## src/rtl/sys_power_pkg.sv

```systemverilog
package sys_power_pkg;
	// register indices; byte address is four times the index
	localparam logic [31:0] IDX_PMU = 32'h5000_0010;
	localparam logic [31:0] IDX_SYS = 32'h5000_0012;
	localparam logic [31:0] IDX_STAT = 32'h5000_0014;
	localparam logic [31:0] IDX_TRIM = 32'h5000_0016;
	localparam logic [31:0] IDX_FTRIM = 32'h5000_0018;
	localparam logic [31:0] IDX_CLK32 = 32'h5000_0020;
	// reset values and writable masks
	localparam logic [15:0] PMU_RST = 16'h0006;
	localparam logic [15:0] PMU_MASK = 16'h0037;
	localparam logic [15:0] SYS_RST = 16'h0020;
	localparam logic [15:0] SYS_MASK = 16'h02FF;
	localparam logic [7:0] TRIM_RST = 8'hA2;
	localparam logic [15:0] FTRIM_RST = 16'h0000;
	localparam logic [15:0] CLK32_RST = 16'h079C;
	localparam logic [15:0] CLK32_MASK = 16'h1FFF;
	// field positions
	localparam int PMU_COPY_DIV = 4;
	localparam int PMU_RADIO = 2;
	localparam int PMU_PERIPH = 1;
	localparam int PMU_WAKE_RST = 0;
	localparam int SYS_SWRST = 15;
	localparam int SYS_TMO_DIS = 9;
	localparam int SYS_DBG = 7;
	localparam int SYS_PROM_RST = 6;
	localparam int SYS_PAD = 5;
	localparam int SYS_COPY = 4;
	localparam int SYS_SRC = 3;
	localparam int SYS_RET = 2;
	localparam int SYS_REMAP = 0;
	localparam int TRIM_TIME = 4;
	localparam int TRIM_SETTLE = 0;
	localparam int C32_AMP = 12;
	localparam int C32_TRIM = 8;
	localparam int C32_RC_EN = 7;
	localparam int C32_CUR = 3;
	localparam int C32_RBIAS = 1;
	localparam int C32_XT_EN = 0;
	// timing
	localparam int CLK_MHZ = 100;
	localparam int RC_MHZ = 16;
	localparam int STEP_US = 250;
	localparam int RC_DIV = STEP_US * RC_MHZ;
	localparam int TIMEOUT_US = 2000;
	localparam int TIMEOUT_CYC = TIMEOUT_US * CLK_MHZ;
	localparam int RESET_CYC = 16;
	localparam int COPY_WORDS = 64;
	// state encodings
	typedef enum logic [2:0] {PWR_RUN, PWR_SLEEP, PWR_WAKE, PWR_COPY}
		pwr_state_t;
	typedef enum logic [1:0] {XT_OFF, XT_TRIM, XT_SETTLE, XT_DONE}
		xtal_state_t;
endpackage : sys_power_pkg

```

## src/rtl/system_power_clock_control.sv

```systemverilog
// Chosen here: the APB register port.
`timescale 1ns/1ps
// Contract
// - copy divider field divides bus clock while prom is mirrored to ram
// - radio sleep bit holds radio logic powered down; resets to one
// - peripheral sleep bit powers down all peripherals; resets to one
// - reset-after-wakeup bit gives full reset on wake, then boot
// - software reset bit resets all but system control and freq trim
// - power sequencer proceeds after 2 ms unless timeout disabled
// - debugger enable bit; clear frees debug pins as gpio
// - controller reset request bit resets prom controller
// - pad latch enable zero holds pads; one is transparent; resets one
// - copy enable bit copies prom into system ram after wakeup
// - slow source select: zero rc oscillator, one crystal
// - retention bit keeps system domain powered; copy only if enabled
// - remap field picks memory at address zero
// - settled flag set only after crystal settle time
// - trim ready flag when applied trim equals programmed; resets one
// - up and down flags per domain; down resets one, up zero
// - trim delay field, 250 us steps, zero immediate, resets 0xA
// - settle delay field, 250 us steps, zero immediate, resets 0x2
// - 250 us step is fast rc clock divided by 4000
// - slow rc trim field, lowest 0x0 to highest 0xF, resets 0x7
// - slow rc enable resets one; slow crystal enable resets zero
module system_power_clock_control import sys_power_pkg::*; #(
	parameter int ADDR_W = 12,
	parameter int TIMEOUT = TIMEOUT_CYC,
	parameter int RST_LEN = RESET_CYC,
	parameter int WORDS = COPY_WORDS
) (
	// clock and reset
	input wire logic sys_clk,
	input wire logic sys_rst,
	// apb slave
	input wire logic psel,
	input wire logic penable,
	input wire logic pwrite,
	input wire logic [ADDR_W-1:0] paddr,
	input wire logic [31:0] pwdata,
	output logic [31:0] prdata,
	output logic pready,
	output logic pslverr,
	// power sequencing
	input wire logic sleep_request,
	input wire logic wakeup_event,
	input wire logic blocks_ready,
	input wire logic [2:0] domain_power_ok,
	output logic radio_power_down,
	output logic peripheral_power_down,
	output logic system_power_domain_off,
	output logic device_reset,
	output logic boot_start,
	output logic copy_active,
	output logic copy_step,
	// system control outputs
	output logic prom_controller_reset_request,
	output logic pad_latch_enable,
	output logic debugger_enable,
	output logic slow_clock_source_select,
	output logic [1:0] address_zero_remap,
	// fast crystal trimming
	input wire logic fast_rc_oscillator,
	input wire logic fast_crystal_enable,
	output logic [15:0] crystal_trim_value,
	// slow clock control
	output logic slow_crystal_amplitude_reg_off,
	output logic [3:0] slow_rc_trim,
	output logic slow_rc_enable,
	output logic slow_crystal_enable,
	output logic [3:0] slow_crystal_bias,
	output logic [1:0] slow_crystal_rbias
);
	localparam int TW = $clog2(TIMEOUT + 1);
	localparam int RW = $clog2(RST_LEN + 1);
	localparam int WW = $clog2(WORDS + 1);
	localparam int DW = $clog2(RC_DIV);

	// refuse settings the logic cannot serve
	if (ADDR_W < 8 || TIMEOUT < 1 || RST_LEN < 1 || WORDS < 1) begin : g_chk
		$error("system_power_clock_control: bad parameter");
	end

	logic [15:0] pmu_reg, sys_reg, ftrim_reg, clk32_reg;
	logic [7:0] trim_reg;
	logic pready_reg, pslverr_reg;
	logic [31:0] prdata_reg;
	logic [RW-1:0] rst_cnt_reg;
	logic rst_full_reg, boot_reg, dev_rst_reg;
	logic [1:0] wake_meta, wake_sync, ready_meta, ready_sync;
	logic [2:0] dom_meta, dom_sync;
	logic rc_meta, rc_sync, rc_prev;
	logic [DW-1:0] rc_cnt_reg;
	logic step_tick_reg;
	pwr_state_t pwr_state;
	logic [TW-1:0] tmo_cnt_reg;
	logic [2:0] div_cnt_reg;
	logic [WW-1:0] words_reg;
	logic copy_step_reg, sys_off_reg, radio_pd_reg, periph_pd_reg;
	logic copy_active_reg;
	logic [5:0] dom_flags_reg;
	xtal_state_t xt_state;
	logic [3:0] step_cnt_reg;
	logic [15:0] applied_reg;
	logic settled_reg, trim_ready_reg;
	logic acc, wr, hit, rst_active, full_rst, part_rst, wake_done;
	logic [9:0] idx;

	// apb decode; a write lands on the edge that samples pready high
	assign idx = 10'(paddr[ADDR_W-1:2]);
	assign acc = psel & penable;
	assign wr = acc & pready_reg & pwrite & ~pslverr_reg;
	assign hit = idx == IDX_PMU[9:0] || idx == IDX_SYS[9:0] ||
		idx == IDX_STAT[9:0] || idx == IDX_TRIM[9:0] ||
		idx == IDX_FTRIM[9:0] || idx == IDX_CLK32[9:0];

	// internal reset pulse: full for wake reset, partial for software
	assign rst_active = rst_cnt_reg != '0;
	assign full_rst = sys_rst | (rst_active & rst_full_reg);
	assign part_rst = sys_rst | rst_active;
	assign wake_done = pwr_state == PWR_WAKE &&
		(ready_sync[1] || (!sys_reg[SYS_TMO_DIS] &&
		tmo_cnt_reg == TW'(TIMEOUT - 1)));

	// apb answer one cycle into the access phase
	always_ff @(posedge sys_clk) begin
		if (sys_rst) begin
			pready_reg <= 1'b0;
			pslverr_reg <= 1'b0;
			prdata_reg <= '0;
		end else begin
			pready_reg <= acc & ~pready_reg;
			pslverr_reg <= acc & ~pready_reg & ~hit;
			if (acc & ~pready_reg & ~pwrite) begin
				unique case (idx)
					IDX_PMU[9:0]: prdata_reg <= {16'h0000, pmu_reg};
					IDX_SYS[9:0]: prdata_reg <= {16'h0000, sys_reg};
					IDX_STAT[9:0]: prdata_reg <= {24'h00_0000, settled_reg,
						trim_ready_reg, dom_flags_reg};
					IDX_TRIM[9:0]: prdata_reg <= {24'h00_0000, trim_reg};
					IDX_FTRIM[9:0]: prdata_reg <= {16'h0000, ftrim_reg};
					IDX_CLK32[9:0]: prdata_reg <= {16'h0000, clk32_reg};
					default: prdata_reg <= '0;
				endcase
			end
		end
	end

	// reset pulse generator, software or wake triggered
	always_ff @(posedge sys_clk) begin
		if (sys_rst) begin
			rst_cnt_reg <= '0;
			rst_full_reg <= 1'b0;
			boot_reg <= 1'b0;
			dev_rst_reg <= 1'b0;
		end else begin
			boot_reg <= rst_cnt_reg == RW'(1) && rst_full_reg;
			dev_rst_reg <= rst_active;
			if (wake_done && pmu_reg[PMU_WAKE_RST]) begin
				rst_cnt_reg <= RW'(RST_LEN);
				rst_full_reg <= 1'b1;
			end else if (wr && idx == IDX_SYS[9:0] && pwdata[SYS_SWRST]) begin
				rst_cnt_reg <= RW'(RST_LEN);
				rst_full_reg <= 1'b0;
			end else if (rst_active) begin
				rst_cnt_reg <= rst_cnt_reg - RW'(1);
			end
		end
	end

	// system control survives software reset; reset bit never stored
	always_ff @(posedge sys_clk) begin
		if (full_rst) begin
			sys_reg <= SYS_RST;
			ftrim_reg <= FTRIM_RST;
		end else if (wr && idx == IDX_SYS[9:0]) begin
			sys_reg <= pwdata[15:0] & SYS_MASK;
		end else if (wr && idx == IDX_FTRIM[9:0]) begin
			ftrim_reg <= pwdata[15:0];
		end
	end

	// registers cleared by any internal reset
	always_ff @(posedge sys_clk) begin
		if (part_rst) begin
			pmu_reg <= PMU_RST;
			trim_reg <= TRIM_RST;
			clk32_reg <= CLK32_RST;
		end else if (wr) begin
			if (idx == IDX_PMU[9:0])
				pmu_reg <= pwdata[15:0] & PMU_MASK;
			if (idx == IDX_TRIM[9:0])
				trim_reg <= pwdata[7:0];
			if (idx == IDX_CLK32[9:0])
				clk32_reg <= pwdata[15:0] & CLK32_MASK;
		end
	end

	// synchronisers for pins from other domains
	always_ff @(posedge sys_clk) begin
		if (sys_rst) begin
			wake_meta <= '0;
			wake_sync <= '0;
			ready_meta <= '0;
			ready_sync <= '0;
			dom_meta <= '0;
			dom_sync <= '0;
			rc_meta <= 1'b0;
			rc_sync <= 1'b0;
			rc_prev <= 1'b0;
		end else begin
			wake_meta <= {wake_meta[0], wakeup_event};
			wake_sync <= {wake_sync[0], wake_meta[1]};
			ready_meta <= {ready_meta[0], blocks_ready};
			ready_sync <= {ready_sync[0], ready_meta[1]};
			dom_meta <= domain_power_ok;
			dom_sync <= dom_meta;
			rc_meta <= fast_rc_oscillator;
			rc_sync <= rc_meta;
			rc_prev <= rc_sync;
		end
	end

	// 250 us step from fast rc edges
	always_ff @(posedge sys_clk) begin
		if (part_rst) begin
			rc_cnt_reg <= '0;
			step_tick_reg <= 1'b0;
		end else begin
			step_tick_reg <= 1'b0;
			if (rc_sync & ~rc_prev) begin
				if (rc_cnt_reg == DW'(RC_DIV - 1)) begin
					rc_cnt_reg <= '0;
					step_tick_reg <= 1'b1;
				end else begin
					rc_cnt_reg <= rc_cnt_reg + DW'(1);
				end
			end
		end
	end

	// power sequencer: sleep, wake with timeout, optional ram copy
	always_ff @(posedge sys_clk) begin
		if (part_rst) begin
			pwr_state <= PWR_RUN;
			tmo_cnt_reg <= '0;
			div_cnt_reg <= '0;
			words_reg <= '0;
			copy_step_reg <= 1'b0;
			copy_active_reg <= 1'b0;
		end else begin
			copy_step_reg <= 1'b0;
			unique case (pwr_state)
				PWR_RUN: if (sleep_request) begin
					pwr_state <= PWR_SLEEP;
				end
				PWR_SLEEP: if (wake_sync[1]) begin
					pwr_state <= PWR_WAKE;
					tmo_cnt_reg <= '0;
				end
				PWR_WAKE: begin
					tmo_cnt_reg <= tmo_cnt_reg + TW'(1);
					if (wake_done) begin
						if (pmu_reg[PMU_WAKE_RST]) begin
							pwr_state <= PWR_RUN;
						end else if (sys_reg[SYS_COPY]) begin
							pwr_state <= PWR_COPY;
							copy_active_reg <= 1'b1;
							div_cnt_reg <= '0;
							words_reg <= WW'(WORDS);
						end else begin
							pwr_state <= PWR_RUN;
						end
					end
				end
				PWR_COPY: begin
					if (div_cnt_reg ==
						3'((4'd1 << pmu_reg[PMU_COPY_DIV+:2]) - 4'd1)) begin
						div_cnt_reg <= '0;
						copy_step_reg <= 1'b1;
						words_reg <= words_reg - WW'(1);
						if (words_reg == WW'(1)) begin
							pwr_state <= PWR_RUN;
							copy_active_reg <= 1'b0;
						end
					end else begin
						div_cnt_reg <= div_cnt_reg + 3'd1;
					end
				end
				default: begin
					pwr_state <= PWR_RUN;
					copy_active_reg <= 1'b0;
				end
			endcase
		end
	end

	// domain power controls and status flags
	always_ff @(posedge sys_clk) begin
		if (part_rst) begin
			radio_pd_reg <= 1'b1;
			periph_pd_reg <= 1'b1;
			sys_off_reg <= 1'b0;
			dom_flags_reg <= 6'b01_0101;
		end else begin
			radio_pd_reg <= pmu_reg[PMU_RADIO] | pwr_state == PWR_SLEEP;
			periph_pd_reg <= pmu_reg[PMU_PERIPH] | pwr_state == PWR_SLEEP;
			sys_off_reg <= pwr_state == PWR_SLEEP & ~sys_reg[SYS_RET];
			dom_flags_reg <= {
				dom_sync[2] & sys_reg[SYS_DBG], ~dom_sync[2],
				dom_sync[1] & ~periph_pd_reg, ~dom_sync[1],
				dom_sync[0] & ~radio_pd_reg, ~dom_sync[0]};
		end
	end

	// crystal trim sequencer: trim delay, apply, settle delay
	always_ff @(posedge sys_clk) begin
		if (part_rst) begin
			xt_state <= XT_OFF;
			step_cnt_reg <= '0;
			applied_reg <= FTRIM_RST;
			settled_reg <= 1'b0;
			trim_ready_reg <= 1'b1;
		end else begin
			trim_ready_reg <= applied_reg == ftrim_reg;
			if (!fast_crystal_enable) begin
				xt_state <= XT_OFF;
				settled_reg <= 1'b0;
			end else begin
				unique case (xt_state)
					XT_OFF: begin
						xt_state <= XT_TRIM;
						step_cnt_reg <= trim_reg[TRIM_TIME+:4];
					end
					XT_TRIM: if (step_cnt_reg == 4'd0) begin
						applied_reg <= ftrim_reg;
						step_cnt_reg <= trim_reg[TRIM_SETTLE+:4];
						xt_state <= XT_SETTLE;
					end else if (step_tick_reg) begin
						step_cnt_reg <= step_cnt_reg - 4'd1;
					end
					XT_SETTLE: if (step_cnt_reg == 4'd0) begin
						settled_reg <= 1'b1;
						xt_state <= XT_DONE;
					end else if (step_tick_reg) begin
						step_cnt_reg <= step_cnt_reg - 4'd1;
					end
					XT_DONE: applied_reg <= ftrim_reg;
				endcase
			end
		end
	end

	// port drive from registers
	assign prdata = prdata_reg;
	assign pready = pready_reg;
	assign pslverr = pslverr_reg;
	assign radio_power_down = radio_pd_reg;
	assign peripheral_power_down = periph_pd_reg;
	assign system_power_domain_off = sys_off_reg;
	assign device_reset = dev_rst_reg;
	assign boot_start = boot_reg;
	assign copy_active = copy_active_reg; // tracks copy state, registered
	assign copy_step = copy_step_reg;
	assign prom_controller_reset_request = sys_reg[SYS_PROM_RST];
	assign pad_latch_enable = sys_reg[SYS_PAD];
	assign debugger_enable = sys_reg[SYS_DBG];
	assign slow_clock_source_select = sys_reg[SYS_SRC];
	assign address_zero_remap = sys_reg[SYS_REMAP+:2];
	assign crystal_trim_value = applied_reg;
	assign slow_crystal_amplitude_reg_off = clk32_reg[C32_AMP];
	assign slow_rc_trim = clk32_reg[C32_TRIM+:4];
	assign slow_rc_enable = clk32_reg[C32_RC_EN];
	assign slow_crystal_enable = clk32_reg[C32_XT_EN];
	assign slow_crystal_bias = clk32_reg[C32_CUR+:4];
	assign slow_crystal_rbias = clk32_reg[C32_RBIAS+:2];
endmodule : system_power_clock_control

```

## config.mk

```make
export PLATFORM = sky130hd
export DESIGN_NAME = system_power_clock_control
export DESIGN_NICKNAME = d
export VERILOG_FILES = /design/src/rtl/sys_power_pkg.sv /design/src/rtl/system_power_clock_control.sv
export SDC_FILE = /design/constraint.sdc
export NUM_CORES = 1
export LEC_CHECK = 0
export BUFFER_PORTS_ARGS = -buffer_cell sky130_fd_sc_hd__clkbuf_2
export CAP_MARGIN = 20
export CORE_UTILIZATION = 44
export CTS_BUF_LIST = sky130_fd_sc_hd__clkbuf_8
export CTS_CLUSTER_SIZE = 30
export DETAILED_ROUTE_END_ITERATION = 7
export PLACE_DENSITY = 0.65
export SLEW_MARGIN = 20
export SYNTH_ARGS = -nofsm -noshare
export SYNTH_HDL_FRONTEND = slang
export SYNTH_SLANG_ARGS = --single-unit
```

## constraint.sdc

```tcl
create_clock -name sys_clk -period 4.5 [get_ports sys_clk]
set_input_delay 0.45 -clock sys_clk [delete_from_list [all_inputs] [get_ports sys_clk]]
set_output_delay 0.45 -clock sys_clk [all_outputs]
set_load 0.03 [all_outputs]
```

# == Word level (Yosys, flattened, before mapping) ==
# Index checks and enable logic that the tools add are counted.
# classes
n_mul,0
shift,1
div,0
magnitude_cmp,0
n_bitwise,33
addsub,7
reduce_logical,42
n_eq_ne,28
n_mux,44
# ops
op,n
$pmux W16 S6,1
$eq A10 B5 Y1 const B,5
$pmux W18 S2,1
$pmux W16 S2,1
$mux W7,4
$mux W3,9
$ne A2 B2 Y1 const B,10
$add A18 B1 Y18 const B,1
$eq A18 B18 Y1 const B,1
$mux W18,1
$eq A16 B16 Y1,1
$mux W16,1
$not A1 Y1,16
$mux W5,3
$pmux W7 S2,1
$and A1 B1 Y1,13
$add A12 B1 Y12 const B,1
$eq A12 B12 Y1 const B,1
$mux W12,1
$mux W4,3
$pmux W3 S4,1
$pmux W4 S3,1
$reduce_and A2 Y1,6
$eq A10 B6 Y1 const B,1
34 further kinds,71
# word_totals
out_inout_bits,76
memories,0
word_cells,194
ff_bits,189
latch_bits,0
mem_bits_ro,0
inputBits,57
mem_bits_rw,0

# == Depth between registers and ports, before layout ==
# logic_depth
word_depth,8
depth_mapped,9
depth_no_buf,8

# == Worst setup path before layout ==
# OpenSTA, ideal clock, no wires.
# synth_path
path_kind,input to register
from,input paddr[7]
to,register trim_reg[1]
required_ns,4.371
setup_slack_ns,2.377
path_stages,6
setup_time_ns,0.129
arrival_time_ns,1.994
cell_sequence,or4b_1 -> buf_2 -> nor4b_4 -> nand3_4 -> mux2i_1 -> nand2_1
# synth_between
elab_chain_len,2
# synth_lines
item,line,text
from (decl),system_power_clock_control.sv:38,"input wire logic [ADDR_W-1:0] paddr,"
$eq A10 B5 Y1,system_power_clock_control.sv:191,if (idx == IDX_TRIM[9:0])
$reduce_and A2 Y1 (no line),n/a,
to (signal assigned),system_power_clock_control.sv:192,trim_reg <= pwdata[7:0];
to (decl),system_power_clock_control.sv:84,logic [7:0] trim_reg;
# No other way between the ends.
# A chain may end at the register's enable or synchronous reset.

# == Final worst setup path ==
# layout_path
from,register pready_reg (netlist: pready)
to,register rst_cnt_reg[1]
# layout_between
elab_chain_len,6
# layout_lines
item,line,text
from (decl),system_power_clock_control.sv:85,"logic pready_reg, pslverr_reg;"
from (signal assigned),system_power_clock_control.sv:131,pready_reg <= acc & ~pready_reg;
$and A1 B1 Y1 (3 in series),system_power_clock_control.sv:111,assign wr = acc & pready_reg & pwrite & ~pslverr_reg;
$logic_and A1 B1 Y1 (2 in series),system_power_clock_control.sv:161,end else if (wr && idx == IDX_SYS[9:0] && pwdata[SYS_SWRST]) begin
$reduce_or A3 Y1 (no line),n/a,
to (signal assigned),system_power_clock_control.sv:159,rst_cnt_reg <= RW'(RST_LEN);
to (signal assigned),system_power_clock_control.sv:162,rst_cnt_reg <= RW'(RST_LEN);
to (signal assigned),system_power_clock_control.sv:165,rst_cnt_reg <= rst_cnt_reg - RW'(1);
to (decl),system_power_clock_control.sv:87,logic [RW-1:0] rst_cnt_reg;
# No other way between the ends.

==> results.md <==
- Maximum fanout along the worst path: 11
- Overall die width: roughly 130 um
- Diode count: 0
- Max H-tree Level: 4
- Largest net degree at the start of global routing: 42
- All-Layer GR Usage: 0.214
- Cell area after synthesis: around 7600 um2
- Setup_tns: 0 ns
- Core Area: around 17000 um2
- Crit. End Element: flip-flop
- Setup slack, reg-to-reg: between 2 and 2.5 ns
- Yosys reg bits: between 150 and 200
- Gr ovfl total: 0
- Synth area leaders: dfxtp_1, nand2_1, nor2_1, mux2i_1, a21oi_1
- Placed Area: about 8000 um2
- Setup Skew: between 0.01 and 0.015 ns
- Max-Cap Viols: 0
- Status: completed
- Max-slew violations: 0
- Rel. slew slack: 0.387
- Top cells by count, synth: dfxtp_1, nand2_1, nor2_1
- Cell chain of the critical path: nand2_1 -> nor3_2 -> nand3_1 -> inv_1 -> a221o_1 -> a211oi_1
- Clock Tree Root: clkbuf_8
- Cts repair resizes: 0
- WP data required: around 4.8 ns
- Die Ht: roughly 130 um
- Vias in the first global route: approximately 6000
- Max Root-Sink Buffers: 2
- Final Hold Viols: 0
- R2R Path Start: pready
- Max FFs per register: 18
- LEAKAGE: approximately 3.5 nW
- Finish-stage setup viols: 0
- Gate Count Post-Synth: 886
- # DRC: 0
- Peak VDD IR: between 0.2 and 0.25 mV
- Initial core utilization: 0.454
- Port bufs: 98
- Ys async rst share: 0
- RSZ-0062 raised after global routing: false
- Post-Syn Area per Cell: 8.59 um2
- Number of synthesized flops with an enable pin: 0
- Via count: between 6000 and 7000
- Hold worst-path end: rc_meta
- First-pass GRT wire length: 30000 um
- # IOs: ~130
- RR Endpoint: rst_cnt_reg[1]
- Synth Warn #: 0
- Area of the die: 17800 um2
- Row count: between 40 and 50
- CTS buffer count: 17
- Synth top area share: 0.452
- Peak Freq: 401 MHz
- Final antenna-violating net count: 0
- Hold Path Class: input pin to flip-flop
- R2R depth: 6
- Skew-Pair Late Insertion Delay: between 0.4 and 0.5 ns
- Share of layout cells above drive strength 1: 0.162
- Initial antenna violation count: 0
- Final min period: 2.49 ns
- Sequential area share after synthesis: 0.452
- Min-delay src: fast_rc_oscillator
- CP Class: flip-flop to flip-flop
- WHS Path Cells: 2
- Worst setup SP type: flip-flop
- CTS tree: built
- Worst-margin pin slew: a little over 0.9 ns
- Worst path max stage delay: 0.53 ns
- Routed length per instance: between 15 and 20 um
- CP arrival: ~2.8 ns
- Setup Buffers After CTS: 0
- Slowest-stage cell, CP: nand3_1
- Drt pass-1 iters: 5
- Layout net count: between 1000 and 1500
- GPL Wtd Cong: 0.883
- PwrDens: approximately 370 nW/um2
- Reg clk slew, reported paths: roughly 0.10 ns
- P&R area growth vs syn: 12.3%
- Final wirelength: approximately 18000 um
- Count leader, synth: dfxtp_1
- Initial DRC Count: roughly 460
- Final period utilization: 0.554
- Hpwl dp: about 13000 um
- Cell variety after synth: between 60 and 70
- Cts hold-fix bufs: 0
- Synth area leader: dfxtp_1
- Vias/cell: 5.29
- CTS Sinks: between 150 and 200
- Layout Cell Area excl Fill: around 8500 um2
- Ys flop type: dfxtp_1
[where the power goes]
group / leakage, nW / switching, mW / internal [mW]
Combinational: 1.94 / 0.337 / 0.137
Clock: 0.182 / 0.620 / 0.456
Sequential: 1.39 / 0.0348 / 1.56
[layer usage]
layer | routed length, um | track usage | up-vias
li1 | - | - | 3187
met1 | 8970 | 0.298 | 2928
met2 | 8020 | 0.321 | 184
met3 | 1120 | 0.0544 | 27
met4 | 314 | 0.0688 | 0
met5 | 0 | 0 | -
[metrics by stage]
step                worst slack (ns)  instances  total power, mW  hold WS (ns)   util
finish                          2.01       1196             3.15         0.186  0.510
global placement                1.59       1164             2.10         0.377  0.487
detailed placement              1.58       1164             2.11         0.373  0.487
CTS                             2.05       1196             3.17         0.168  0.510
floorplan                       2.38        901             1.98         0.354      -
global route                    1.80       1196             3.30         0.160  0.510
[worst max-delay path: cells and delay by family, from the launching register on]
| family | cells | cell delay, ns |
|---|---|---|
| and+or+nand+nor | 3 | 1.09 |
| buffers and inverters | 1 | 0.50 |
| AOI/OAI and AO/OA | 2 | 0.37 |
| DFF | 1 | 0.40 |
[layout make-up]
class	count	area [um2]
clock buffer	17	234
clock inverter	15	159
fill	1628	8210
inverter	14	52.6
multi-input combinational	656	3860
sequential	172	3440
tap	220	275
timing repair buffer	102	520
[kinds of logic after synthesis]
| family | after synthesis | synth area share |
|---|---|---|
| AND/OR/NAND/NOR | 393 | 0.247 |
| flip-flops | 172 | 0.452 |
| AO/OA/AOI/OAI | 153 | 0.129 |
| buffers and inverters | 73 | 0.0478 |
| multiplexers | 46 | 0.0623 |
| XOR/XNOR | 36 | 0.0414 |
| adder cells (fa/ha/maj) | 12 | 0.0197 |
| other | 1 | 0.000492 |
[cells in the final DEF (no fill, tap or decap), drive strengths merged, types with 9 or more instances in the layout]
cell type  count
inv           20
a22oi         10
clkbuf       115
a21oi         66
nor2         108
and2           9
o21ai         21
nor3          18
nand3         27
mux2i         35
nand2        142
xor2          28
dfxtp        172
a22o          10
mux2          11
ha            12
nand4         12
nor4           9
nor2b         23
conb          16
a31oi          9
[worst max-delay path by stage]
stage,depth (start not counted),to,slack [ns],from
after floorplan,6,trim_reg[1],2.38,paddr[7]
after global placement,7,rst_cnt_reg[1],1.59,paddr[7]
after detailed placement,7,rst_cnt_reg[1],1.58,paddr[7]
after CTS,6,rst_cnt_reg[1],2.05,pready
after global routing,6,rst_cnt_reg[1],1.80,pready
final,6,rst_cnt_reg[1],2.01,pready
Note: power is estimated with default switching activity, not from simulation.
